`src/rrex_pkg.sv`:
```
// package for the return and rotate execution block
package rrex_pkg;
  // opcode fields
  localparam logic [14:0] RRX_RET_OPC = 15'h0009;   // 0000 0000 0001 001 (s dropped)
  localparam logic [5:0] RRX_RLC_OPC = 6'h0D;       // 0011 01
  localparam int RRX_OPC_W = 16;
  localparam int RRX_PC_W = 21;
  localparam int RRX_STK_DEPTH = 31;
  localparam int RRX_SP_W = 5;
  localparam int BIT_S = 0;
  localparam int BIT_A = 8;
  localparam int BIT_D = 9;
  localparam logic [7:0] RRX_IDX_MAX = 8'h5F;       // 95
  localparam logic [7:0] RRX_BYTE_RST = 8'h00;
  localparam logic [RRX_PC_W-1:0] RRX_PC_RST = 21'h00_0000;
  localparam logic [RRX_SP_W-1:0] RRX_SP_RST = 5'h00;
  localparam logic [1:0] RRX_Q4 = 2'h3;
  // flag bit positions in the flag register
  localparam int FLG_C = 0;
  localparam int FLG_Z = 2;
  localparam int FLG_N = 4;
  typedef enum logic [1:0] {
    RRX_IDLE = 2'b00,
    RRX_NOP = 2'b01
  } rrex_state_t;
endpackage : rrex_pkg

```
`src/rrex_stack_mem.sv`:
```
// return stack storage with registered read
`timescale 1ns/1ps
`default_nettype none
module rrex_stack_mem
  import rrex_pkg::*;
(
  input wire logic clk_i,
  input wire logic we_i,
  input wire logic [RRX_SP_W-1:0] waddr_i,
  input wire logic [RRX_PC_W-1:0] wdata_i,
  input wire logic [RRX_SP_W-1:0] raddr_i,
  output logic [RRX_PC_W-1:0] rdata_o
);
  logic [RRX_PC_W-1:0] mem [0:RRX_STK_DEPTH];
  always_ff @(posedge clk_i) begin
    if (we_i) begin
      mem[waddr_i] <= wdata_i;
    end
    rdata_o <= mem[raddr_i];
  end
endmodule : rrex_stack_mem
`default_nettype wire

```
`src/rrex_exec.sv`:
```
// execution of subroutine return and rotate left through carry
// Operation
// - return pops the stack and loads top_of_stack into the program counter
// - return with s=1 restores accumulator, flags, bank select from shadows
// - return with s=0 leaves accumulator, flags and bank select alone
// - return is one word, two cycles, second a nop; no flags or latches change except by the s=1 shadow restore
// - rotate shifts file register left, bit 7 to carry, carry to bit 0
// - rotate result goes to accumulator if d=0, back to file if d=1
// - indexed literal offset when a=0, extended set on and address at most 5Fh
`timescale 1ns/1ps
`default_nettype none
module rrex_exec
  import rrex_pkg::*;
(
  // clock and reset
  input wire logic CLK_I,
  input wire logic RST_I,
  // instruction issue, sampled at Q4 of each instruction cycle
  input wire logic [1:0] QPHASE_I,
  input wire logic ISSUE_I,
  input wire logic [RRX_OPC_W-1:0] OPCODE_I,
  input wire logic EXT_SET_EN_I,
  // stack push from the call logic
  input wire logic PUSH_I,
  input wire logic [RRX_PC_W-1:0] PUSH_DATA_I,
  // file register read data for the addressed byte
  input wire logic [7:0] FILE_RDATA_I,
  // shadow copies
  input wire logic [7:0] SHADOW_ACCUMULATOR_I,
  input wire logic [7:0] SHADOW_FLAGS_I,
  input wire logic [7:0] SHADOW_BANK_SELECT_I,
  // core state
  output logic [RRX_PC_W-1:0] PC_O,
  output logic [7:0] ACCUM_O,
  output logic [7:0] FLAGS_O,
  output logic [7:0] BANK_SELECT_REGISTER_O,
  output logic [RRX_SP_W-1:0] STK_PTR_O,
  // file register write port
  output logic FILE_WE_O,
  output logic [7:0] FILE_WDATA_O,
  output logic [7:0] FILE_ADDR_O,
  output logic FILE_INDEXED_O,
  output logic FILE_BANKED_O,
  output logic BUSY_O
);
  // ---------------------------------------------------------------
  // decode
  // ---------------------------------------------------------------
  function automatic logic is_ret(input logic [RRX_OPC_W-1:0] op);
    return op[RRX_OPC_W-1:1] == RRX_RET_OPC;
  endfunction : is_ret
  function automatic logic is_rlc(input logic [RRX_OPC_W-1:0] op);
    return op[RRX_OPC_W-1:10] == RRX_RLC_OPC;
  endfunction : is_rlc

  logic q4_edge;
  assign q4_edge = ISSUE_I && (QPHASE_I == RRX_Q4);

  rrex_state_t state_r, state_nxt;
  logic [RRX_PC_W-1:0] pc_r, pc_nxt;
  logic [7:0] acc_r, acc_nxt, flg_r, flg_nxt, bsr_r, bsr_nxt;
  logic [RRX_SP_W-1:0] sp_r, sp_nxt;
  logic fwe_r, fwe_nxt, fidx_r, fidx_nxt, fbank_r, fbank_nxt;
  logic [7:0] fwd_r, fwd_nxt, fad_r, fad_nxt;
  logic [RRX_PC_W-1:0] top_of_stack;
  logic [7:0] rot;
  logic busy_r, busy_nxt;
  logic push_go;

  // a push shares the q4 slot; a return or rotate in that slot wins and the push is lost
  assign push_go = q4_edge && PUSH_I && (state_r == RRX_IDLE)
                   && !is_ret(OPCODE_I) && !is_rlc(OPCODE_I);

  // stack read port tracks the current top, so tos is valid at the pop
  rrex_stack_mem u_rrex_stack_mem (
    .clk_i(CLK_I),
    .we_i(push_go),
    .waddr_i(RRX_SP_W'(sp_r + 1'b1)),
    .wdata_i(PUSH_DATA_I),
    .raddr_i(sp_r),
    .rdata_o(top_of_stack)
  );

  // ---------------------------------------------------------------
  // next state
  // ---------------------------------------------------------------
  always_comb begin
    state_nxt = state_r;
    pc_nxt = pc_r;
    acc_nxt = acc_r;
    flg_nxt = flg_r;
    bsr_nxt = bsr_r;
    sp_nxt = sp_r;
    fwe_nxt = 1'b0;
    fwd_nxt = fwd_r;
    fad_nxt = fad_r;
    fidx_nxt = fidx_r;
    fbank_nxt = fbank_r;
    rot = {FILE_RDATA_I[6:0], flg_r[FLG_C]};
    case (state_r)
      RRX_IDLE: begin
        if (q4_edge && is_ret(OPCODE_I)) begin
          pc_nxt = top_of_stack;
          sp_nxt = RRX_SP_W'(sp_r - 1'b1);
          state_nxt = RRX_NOP;
          // s=0 falls through and keeps the defaults
          if (OPCODE_I[BIT_S]) begin
            acc_nxt = SHADOW_ACCUMULATOR_I;
            flg_nxt = SHADOW_FLAGS_I;
            bsr_nxt = SHADOW_BANK_SELECT_I;
          end
        end else if (q4_edge && is_rlc(OPCODE_I)) begin
          fad_nxt = OPCODE_I[7:0];
          fidx_nxt = !OPCODE_I[BIT_A] && EXT_SET_EN_I
                     && (OPCODE_I[7:0] <= RRX_IDX_MAX);
          fbank_nxt = OPCODE_I[BIT_A];
          flg_nxt[FLG_C] = FILE_RDATA_I[7];
          flg_nxt[FLG_N] = rot[7];
          flg_nxt[FLG_Z] = (rot == RRX_BYTE_RST);
          if (OPCODE_I[BIT_D]) begin
            fwe_nxt = 1'b1;
            fwd_nxt = rot;
          end else begin
            acc_nxt = rot;
          end
        end else if (push_go) begin
          sp_nxt = RRX_SP_W'(sp_r + 1'b1);
        end
      end
      RRX_NOP: begin
        // forced nop cycle: nothing but the phase moves
        if (q4_edge) begin
          state_nxt = RRX_IDLE;
        end
      end
      default: state_nxt = RRX_IDLE;
    endcase
    // busy is registered so the output leaves a flop, not a state decode
    busy_nxt = (state_nxt == RRX_NOP);
  end

  always_ff @(posedge CLK_I) begin
    if (RST_I) begin
      state_r <= RRX_IDLE;
      pc_r <= RRX_PC_RST;
      acc_r <= RRX_BYTE_RST;
      flg_r <= RRX_BYTE_RST;
      bsr_r <= RRX_BYTE_RST;
      sp_r <= RRX_SP_RST;
      fwe_r <= 1'b0;
      fwd_r <= RRX_BYTE_RST;
      fad_r <= RRX_BYTE_RST;
      fidx_r <= 1'b0;
      fbank_r <= 1'b0;
      busy_r <= 1'b0;
    end else begin
      state_r <= state_nxt;
      pc_r <= pc_nxt;
      acc_r <= acc_nxt;
      flg_r <= flg_nxt;
      bsr_r <= bsr_nxt;
      sp_r <= sp_nxt;
      fwe_r <= fwe_nxt;
      fwd_r <= fwd_nxt;
      fad_r <= fad_nxt;
      fidx_r <= fidx_nxt;
      fbank_r <= fbank_nxt;
      busy_r <= busy_nxt;
    end
  end

  assign PC_O = pc_r;
  assign ACCUM_O = acc_r;
  assign FLAGS_O = flg_r;
  assign BANK_SELECT_REGISTER_O = bsr_r;
  assign STK_PTR_O = sp_r;
  assign FILE_WE_O = fwe_r;
  assign FILE_WDATA_O = fwd_r;
  assign FILE_ADDR_O = fad_r;
  assign FILE_INDEXED_O = fidx_r;
  assign FILE_BANKED_O = fbank_r;
  assign BUSY_O = busy_r;

  // ---------------------------------------------------------------
  // checks
  // ---------------------------------------------------------------
  a_ret_pc_load: assert property (@(posedge CLK_I) disable iff (RST_I)
    state_r == RRX_IDLE && q4_edge && is_ret(OPCODE_I)
    |=> pc_r == $past(top_of_stack) && sp_r == $past(sp_r) - 1'b1)
    else $error("return did not load pc from stack");
  a_ret_shadow: assert property (@(posedge CLK_I) disable iff (RST_I)
    state_r == RRX_IDLE && q4_edge && is_ret(OPCODE_I) && OPCODE_I[BIT_S]
    |=> acc_r == $past(SHADOW_ACCUMULATOR_I) && bsr_r == $past(SHADOW_BANK_SELECT_I)
    && flg_r == $past(SHADOW_FLAGS_I))
    else $error("shadow restore missing");
  a_ret_keep: assert property (@(posedge CLK_I) disable iff (RST_I)
    state_r == RRX_IDLE && q4_edge && is_ret(OPCODE_I) && !OPCODE_I[BIT_S]
    |=> $stable(acc_r) && $stable(flg_r) && $stable(bsr_r))
    else $error("return without s changed state");
  a_ret_nop: assert property (@(posedge CLK_I) disable iff (RST_I)
    state_r == RRX_NOP && !RST_I |-> ##1 ($stable(pc_r) && $stable(acc_r)
    && $stable(flg_r) && $stable(sp_r) && !fwe_r))
    else $error("nop cycle changed state");
  a_rot_data: assert property (@(posedge CLK_I) disable iff (RST_I)
    state_r == RRX_IDLE && q4_edge && is_rlc(OPCODE_I)
    |=> flg_r[FLG_C] == $past(FILE_RDATA_I[7])
    && (fwe_r ? fwd_r : acc_r) == {$past(FILE_RDATA_I[6:0]), $past(flg_r[FLG_C])})
    else $error("rotate carry wrong");
  a_rot_dest: assert property (@(posedge CLK_I) disable iff (RST_I)
    state_r == RRX_IDLE && q4_edge && is_rlc(OPCODE_I) && !OPCODE_I[BIT_D]
    |=> !fwe_r && acc_r == {$past(FILE_RDATA_I[6:0]), $past(flg_r[FLG_C])})
    else $error("rotate to accumulator wrong");
  a_rot_index: assert property (@(posedge CLK_I) disable iff (RST_I)
    state_r == RRX_IDLE && q4_edge && is_rlc(OPCODE_I)
    |=> fidx_r == ($past(!OPCODE_I[BIT_A] && EXT_SET_EN_I) && fad_r <= RRX_IDX_MAX))
    else $error("indexed mode decision wrong");
  a_rot_flags: assert property (@(posedge CLK_I) disable iff (RST_I)
    state_r == RRX_IDLE && q4_edge && is_rlc(OPCODE_I) && OPCODE_I[BIT_D]
    |=> fwe_r && flg_r[FLG_N] == fwd_r[7] && flg_r[FLG_Z] == (fwd_r == RRX_BYTE_RST)
    ##1 !fwe_r)
    else $error("rotate flags wrong");
  a_push_ptr: assert property (@(posedge CLK_I) disable iff (RST_I)
    push_go |=> sp_r == $past(sp_r) + 1'b1)
    else $error("push did not advance stack pointer");
endmodule : rrex_exec
`default_nettype wire

```
`config.mk`:
```
export PLATFORM = sky130hd
export DESIGN_NAME = rrex_exec
export DESIGN_NICKNAME = d
export VERILOG_FILES = /design/src/rrex_pkg.sv /design/src/rrex_stack_mem.sv /design/src/rrex_exec.sv
export SDC_FILE = /design/constraint.sdc
export NUM_CORES = 1
export LEC_CHECK = 0
export BUFFER_PORTS_ARGS = -buffer_cell sky130_fd_sc_hd__buf_2
export CORE_MARGIN = 2
export CORE_UTILIZATION = 45
export DETAILED_ROUTE_END_ITERATION = 8
export GPL_TIMING_DRIVEN = 1
export SLEW_MARGIN = 5
export SYNTH_ARGS = -nofsm -noshare
export SYNTH_HDL_FRONTEND = slang
export SYNTH_SLANG_ARGS = --single-unit
```
`constraint.sdc`:
```
create_clock -name CLK_I -period 3.3 [get_ports CLK_I]
set_input_delay 0.495 -clock CLK_I [delete_from_list [all_inputs] [get_ports CLK_I]]
set_output_delay 0.495 -clock CLK_I [all_outputs]
set_load 0.05 [all_outputs]
```
==> results of run 1 <==
synth_stat cells (5+ instances only):
cell type and number:
a21oi_1 49, a21oi_2 10, buf_2 10, o41ai_2 8, nor3_1 9, buf_1 10, ha_1 6, nor2_1 43
nand2_2 10, nand2_1 96, mux2i_1 8, mux2_2 21, nand3_1 18, dfxtp_1 93, edfxtp_1 672, clkbuf_1 54
mux4_2 210, inv_1 5, o211ai_1 8
logic make-up (layout without fill, tap and decap cells):
kind of cell / Yosys count / count (layout) / share of synthesized area
DFF: 765 / 765 / 0.7526
buffers and inverters: 86 / 392 / 0.01303
AOI/OAI and AO/OA: 95 / 95 / 0.02384
other: 1 / 1 / 0.0001280
muxes: 242 / 242 / 0.1735
and+or+nand+nor: 202 / 202 / 0.03315
xor gates and xnor gates: 4 / 4 / 0.001196
adders and majority gates: 6 / 6 / 0.002563
sequential cells by signal (all words and copies together) (netlist names):
register                  flops
u_rrex_stack_mem.rdata_o     21
FILE_ADDR_O                   8
FILE_WE_O                     1
state_r                       2
BUSY_O                        1
PC_O                         21
BANK_SELECT_REGISTER_O        8
FLAGS_O                       8
FILE_INDEXED_O                1
ACCUM_O                       8
u_rrex_stack_mem.mem        672
FILE_BANKED_O                 1
FILE_WDATA_O                  8
STK_PTR_O                     5
metal layers:
| layer | vias to the layer above | GRT usage | part of all wire |
|---|---|---|---|
| met5 | - | 0 | 0 |
| met4 | 0 | 0.06134 | 0.021 |
| met3 | 87 | 0.03847 | 0.072 |
| met2 | 533 | 0.3267 | 0.48 |
| met1 | 7596 | 0.2897 | 0.43 |
| li1 | 6253 | - | - |
worst max-delay path: stages (launching register included):
cell,delay [ps]
dfxtp_4,520
ha_1,410
nand3_1,310
o21ai_0,230
o21ai_0,390
nor2_2,260
buf_4,300
power groups by stage:
stage	Clock [uW]	Combinational (uW)	Sequential, uW
2_1_floorplan	0	176	10700
3_3_place_gp	0	393	10700
3_5_place_dp	0	406	10700
4_1_cts	8720	407	10500
5_1_grt	9120	439	10500
6_report	8530	402	10500
how the worst min path moves through the flow:
stage / start / end / slack (ps) / depth (start not counted)
2_1_floorplan: u_rrex_stack_mem.rdata_o[0]$_DFF_P_ / PC_O[0]$_SDFFE_PP0P_ / 420 / 2
3_3_place_gp: FLAGS_O[7]$_SDFFE_PP0P_ / FLAGS_O[7]$_SDFFE_PP0P_ / 440 / 2
3_5_place_dp: PC_O[6]$_SDFFE_PP0P_ / PC_O[6]$_SDFFE_PP0P_ / 440 / 2
4_1_cts: SHADOW_BANK_SELECT_I[7] / BANK_SELECT_REGISTER_O[7]$_SDFFE_PP0P_ / 80 / 3
5_1_grt: SHADOW_FLAGS_I[5] / FLAGS_O[5]$_SDFFE_PP0P_ / 110 / 3
6_report: SHADOW_BANK_SELECT_I[7] / BANK_SELECT_REGISTER_O[7]$_SDFFE_PP0P_ / 130 / 3
cell type report:
cell class,count,area share
clock inverters,40,0.007154
inverters,6,0.0006570
multi-input cells,550,0.2069
repair buffers,237,0.04497
clock buffers,109,0.06581
flip-flops and latches,765,0.6433
well taps,855,0.03121
through the flow:
| stage | utilization | area (sq um) | hold WS (ps) | setup TNS [ps] | power [uW] |
|---|---|---|---|---|---|
| floorplan | - | 29300 | 421.8 | -9460 | 10910 |
| global placement | 0.4939 | 31780 | 435.2 | 0 | 11130 |
| detailed placement | 0.4939 | 31780 | 443.9 | 0 | 11140 |
| CTS | 0.5328 | 34280 | 81.04 | 0 | 19660 |
| global route | 0.5328 | 34280 | 112.9 | 0 | 20090 |
| finish | 0.5328 | 34280 | 128.7 | 0 | 19460 |
==> results_dict.tcl, run 1 <==
set metrics [dict create \
    seqCellArea_sq_mm 0.02205 \
    peakVddDrop_v 0.0003278 \
    post_drt_via_cell_ratio 5.648 \
    clockBufferDepth 3 \
    post-synth-top-area-fraction 0.6891 \
    p_int_uw 15610 \
    fin_crit_sh 0.8349 \
    rr_endpoint "u_rrex_stack_mem.mem[10][7]$_DFFE_PP_" \
    placed_cells 2413 \
    nFillCells 4935 \
    drc_errors 0 \
    clock_sink_count 765 \
    synthTopCellsByArea "edfxtp_1 (69%), mux4_2 (16%), dfxtp_1 (6.4%), nand2_1 (1.2%), a21oi_1 (0.84%)" \
    grt_antenna_before_repair 1 \
    worstReg2RegStart "STK_PTR_O[0]$_SDFFE_PP0P_" \
    p_clk_frac 0.438 \
    cts-resized-gates 0 \
    ys_seq_area_frac 0.7526 \
    gp_congestion 0.8455 \
    ioPinCount 146 \
    worstMarginPinSlew_ps 1100 \
    hp-class "primary input to register" \
    critPathLaunchType "register" \
    p_leak_uw 0.01095 \
    io_buffers 145 \
    r2r_cells 6 \
    postSynthCellCount 1401 \
    power_frac_comb 0.021 \
    crit_fanout 17 \
    num_vias 14470 \
    fp-row-count 93 \
    yosys.area.top_type "edfxtp_1" \
    grt_overflow 0 \
    drt_iter0_drc 1238 \
    multi_input_area_sq_mm 0.007093 \
    grt_pass1_vias 14820 \
    cts_tree "yes" \
    drive_gt1_frac 0.3861 \
    yosys_warnings 0 \
    power_switching_uw 3857 \
    ys_async_sr_fraction 0 \
    cts_root_buffer "clkbuf_16" \
    slew_viol_final 0 \
    period_needed_ps 2755 \
    rsz0062_at_grt "false" \
    place_hpwl_mm 40.68 \
    ctsHoldBuffers 0 \
    relSlewSlack 0.2592 \
    seqPwrFrac 0.541 \
    cp.required_ps 3600 \
    nNetsFinal 1722 \
    grt_usage 0.2048 \
    die-area_sq_mm 0.06714 \
    drtAntennaViolNets 0 \
    ys.flop_type "edfxtp_1" \
    critical_path_class "register to register" \
    layout_common_cells "edfxtp_1 (672), mux4_2 (210), buf_2 (145)" \
    grt_max_degree 56 \
    run_status "finished, final reports clean" \
    fmax_mhz 363.0 \
    antenna_cells 0 \
    mappedNetlistArea_sq_mm 0.02929 \
    die_w_microns 259.1 \
    synth_cell_type_count 55 \
    crit_start "STK_PTR_O[0]$_SDFFE_PP0P_" \
    routed_wl_mm 67.77 \
    synth_edf_count 672 \
    dr.pass1.iters 5 \
    swShare 0.1982 \
    dpl_worst_slack_ps 369.7 \
    fin_ws_ps 545.0 \
    powerDensity_mw_per_mm2 567.8 \
    cts_setup_buffers 0 \
    r2r_slack_ps 540 \
    wire_per_inst_microns 26.45 \
    avgSynthCellArea_sq_um 20.90 \
    cts_max_level 3 \
    grt_pass1_wl_mm 99.19 \
    cp.arrival_ps 3050 \
    layout_commonest_cell "edfxtp_1" \
    cp-endpoint "u_rrex_stack_mem.mem[10][7]$_DFFE_PP_" \
    finalHoldViolCount 0 \
    synth-seq-cells 765 \
    clk-insertion-delay-late_ps 620 \
    numCtsBuffers 80 \
    setup_viol 0 \
    synth_nets 1483 \
    finClkSkew_ps 13.82 \
    maxCapViolCount 0 \
    syn_to_final_growth_pct 17.06 \
    layout.cells.non_filler 2562 \
    coreArea_sq_mm 0.06435 \
    die-height_microns 259.1 \
    crit_path_end_kind "register" \
    start_util 0.4551 \
    clkSlewWorstSetupHoldPaths_ps 60 \
]
Power figures use the tool's default switching activity.
==> inputs of run 2 (changes only) <==
==> constraint.sdc (replaced) <==
create_clock -name CLK_I -period 2.4 [get_ports CLK_I]
set_input_delay 0.36 -clock CLK_I [delete_from_list [all_inputs] [get_ports CLK_I]]
set_output_delay 0.36 -clock CLK_I [all_outputs]
set_load 0.05 [all_outputs]
==> run 2 against run 1 <==
Net effect: cell area is 4.6% higher; setup slack worse by 500 ps; cell count is 2.9% higher; non-clock buffer count is 80 higher; core utilization is 2.4 points higher; clock skew is 13 ps higher; clock power is 43% higher; count of clock-buffer cells in the layout is 10 lower; via count is 3.8% higher; total power is 41% higher; die area stayed put; critical path type unchanged; critical endpoint is now u_rrex_stack_mem.rdata_o[17]$_DFF_P_; largest power group unchanged; highest routed layer is now met5.
==> results_dict.tcl, run 2 (synthesized netlist as in run 1, its figures left out) <==
set metrics [dict create \
    run_status "finished, final reports clean" \
    period_needed_ps 2351 \
    die-height_microns 259.1 \
    gp_congestion 0.8522 \
    grt_usage 0.2166 \
    worstMarginPinSlew_ps 763.2 \
    grt_max_degree 33 \
    drc_errors 0 \
    drt_iter0_drc 1544 \
    drtAntennaViolNets 0 \
    nNetsFinal 1802 \
    grt_overflow 0 \
    worstReg2RegStart "STK_PTR_O[0]$_SDFFE_PP0P_" \
    clockBufferDepth 3 \
    cts_max_level 3 \
    numCtsBuffers 80 \
    die-area_sq_mm 0.06714 \
    fin_ws_ps 49.42 \
    top_register "u_rrex_stack_mem.mem" \
    clock_sink_count 765 \
    maxCapViolCount 0 \
    fin_area_sq_mm 0.03586 \
    setup_viol 0 \
    fmax_mhz 425.4 \
    relSlewSlack 0.4912 \
    dpl_worst_slack_ps -170.2 \
    post-route-util 0.5572 \
    crit_start "STK_PTR_O[0]$_SDFFE_PP0P_" \
    dr.pass1.iters 5 \
    layout.cells.non_filler 2636 \
    grt_pass1_wl_mm 104.5 \
    rr_endpoint "u_rrex_stack_mem.rdata_o[17]$_DFF_P_" \
    start_util 0.4551 \
    fp-row-count 93 \
    crit_fanout 17 \
    hold_path_depth 3 \
    num_vias 15010 \
    hp-class "primary input to register" \
    rsz0062_at_grt "false" \
    powerDensity_mw_per_mm2 763.1 \
    cp.arrival_ps 2840 \
    hold_start "SHADOW_FLAGS_I[0]" \
    clk-insertion-delay-late_ps 620 \
    routed_wl_mm 71.46 \
    critical_path_class "register to register" \
    critPathLaunchType "register" \
    clkSlewWorstSetupHoldPaths_ps 60 \
    placed_cells 2461 \
    cts_tree "yes" \
    r2r_slack_ps 50 \
    crit_path_end_kind "register" \
    die_w_microns 259.1 \
    post_drt_via_cell_ratio 5.695 \
    ioPinCount 146 \
    hold_end "FLAGS_O[0]$_SDFFE_PP0P_" \
    coreArea_sq_mm 0.06435 \
    wire_per_inst_microns 27.11 \
    cp.required_ps 2890 \
    slew_viol_final 0 \
    finalSetupTns_ps 0 \
    grt_antenna_before_repair 7 \
    finalHoldViolCount 0 \
    drive_gt1_frac 0.4099 \
    p_leak_uw 0.01161 \
    antenna_cells 0 \
    finClkSkew_ps 27.21 \
    r2r_cells 5 \
    io_buffers 145 \
    layout_commonest_cell "edfxtp_1" \
    syn_to_final_growth_pct 22.44 \
    place_hpwl_mm 46.71 \
    place_area_sq_mm 0.03289 \
    layout_common_cells "edfxtp_1 (672), mux4_2 (210), buf_2 (143)" \
    cts_root_buffer "clkbuf_16" \
    grt_pass1_vias 15100 \
    largest_reg_flops 672 \
    peakVddDrop_v 0.0004969 \
    fin_crit_sh 0.9794 \
]
-- run 2: changes by cell type in the layout (fill, tap and decap cells not counted), sizes merged --
cell | before | now
clkinv | 36 | 29
buf | 237 | 293
clkinvlp | 0 | 4
dlygate4sd3 | 0 | 24
bufinv | 2 | 8
inv | 8 | 9
clkbuf | 109 | 99
-- run 2: worst max-delay path by stage --
stage / to / slack (ps) / cells after the start
global placement: BANK_SELECT_REGISTER_O[7]$_SDFFE_PP0P_ / -140 / 8
CTS: u_rrex_stack_mem.rdata_o[12]$_DFF_P_ / 20 / 5
finish: u_rrex_stack_mem.rdata_o[17]$_DFF_P_ / 50 / 5
global route: u_rrex_stack_mem.rdata_o[17]$_DFF_P_ / 7 / 5
floorplan: u_rrex_stack_mem.rdata_o[10]$_DFF_P_ / -30 / 6
detailed placement: BANK_SELECT_REGISTER_O[0]$_SDFFE_PP0P_ / -170 / 8
-- run 2: worst max-delay path: stages, from the launching register on --
cell and delay, ps:
dfxtp_4 400, buf_16 220, buf_12 180, mux4_2 560, mux4_2 520, mux2_2 320
-- run 2: layout make-up --
type	instances	area, sq um
Timing Repair Buffer	317	2913
Inverter	6	22.52
Clock buffer	99	2136
Tap cell	855	1070
Clock inverter	44	441.7
Multi-Input combinational cell	550	7221
Sequential cell	765	22050
Fill cell	4822	28490
-- run 2: stage by stage --
step	hold slack, ps	total power [uW]
6_report	63.86	27360
5_1_grt	74.63	28150
4_1_cts	34.60	27630
3_5_place_dp	433.7	15430
3_3_place_gp	424.6	15420
2_1_floorplan	421.8	15010
-- run 2: power by group --
| part | total (uW) | switching [uW] | internal (uW) |
|---|---|---|---|
| sequential | 14500 | 6.09 | 14500 |
| clock | 12200 | 5000 | 7180 |
| combinational | 708 | 449 | 259 |
-- run 2: what timing repair did --
item | 4_1_cts | 5_1_grt
resized for setup | 1 | 13
endpoints found under the hold margin | 24 | 0
gates cloned | 0 | 0
pin swaps | 0 | 2
hold buffers | 24 | 0
buffers inserted | 0 | 9
setup endpoints to repair | 113 | 643
-- run 2: metal layers --
layer | track usage | part of all wire
met1 | 0.3238 | 0.44
met2 | 0.3203 | 0.45
met3 | 0.05087 | 0.092
met4 | 0.06198 | 0.022
met5 | 0 | 0.00017
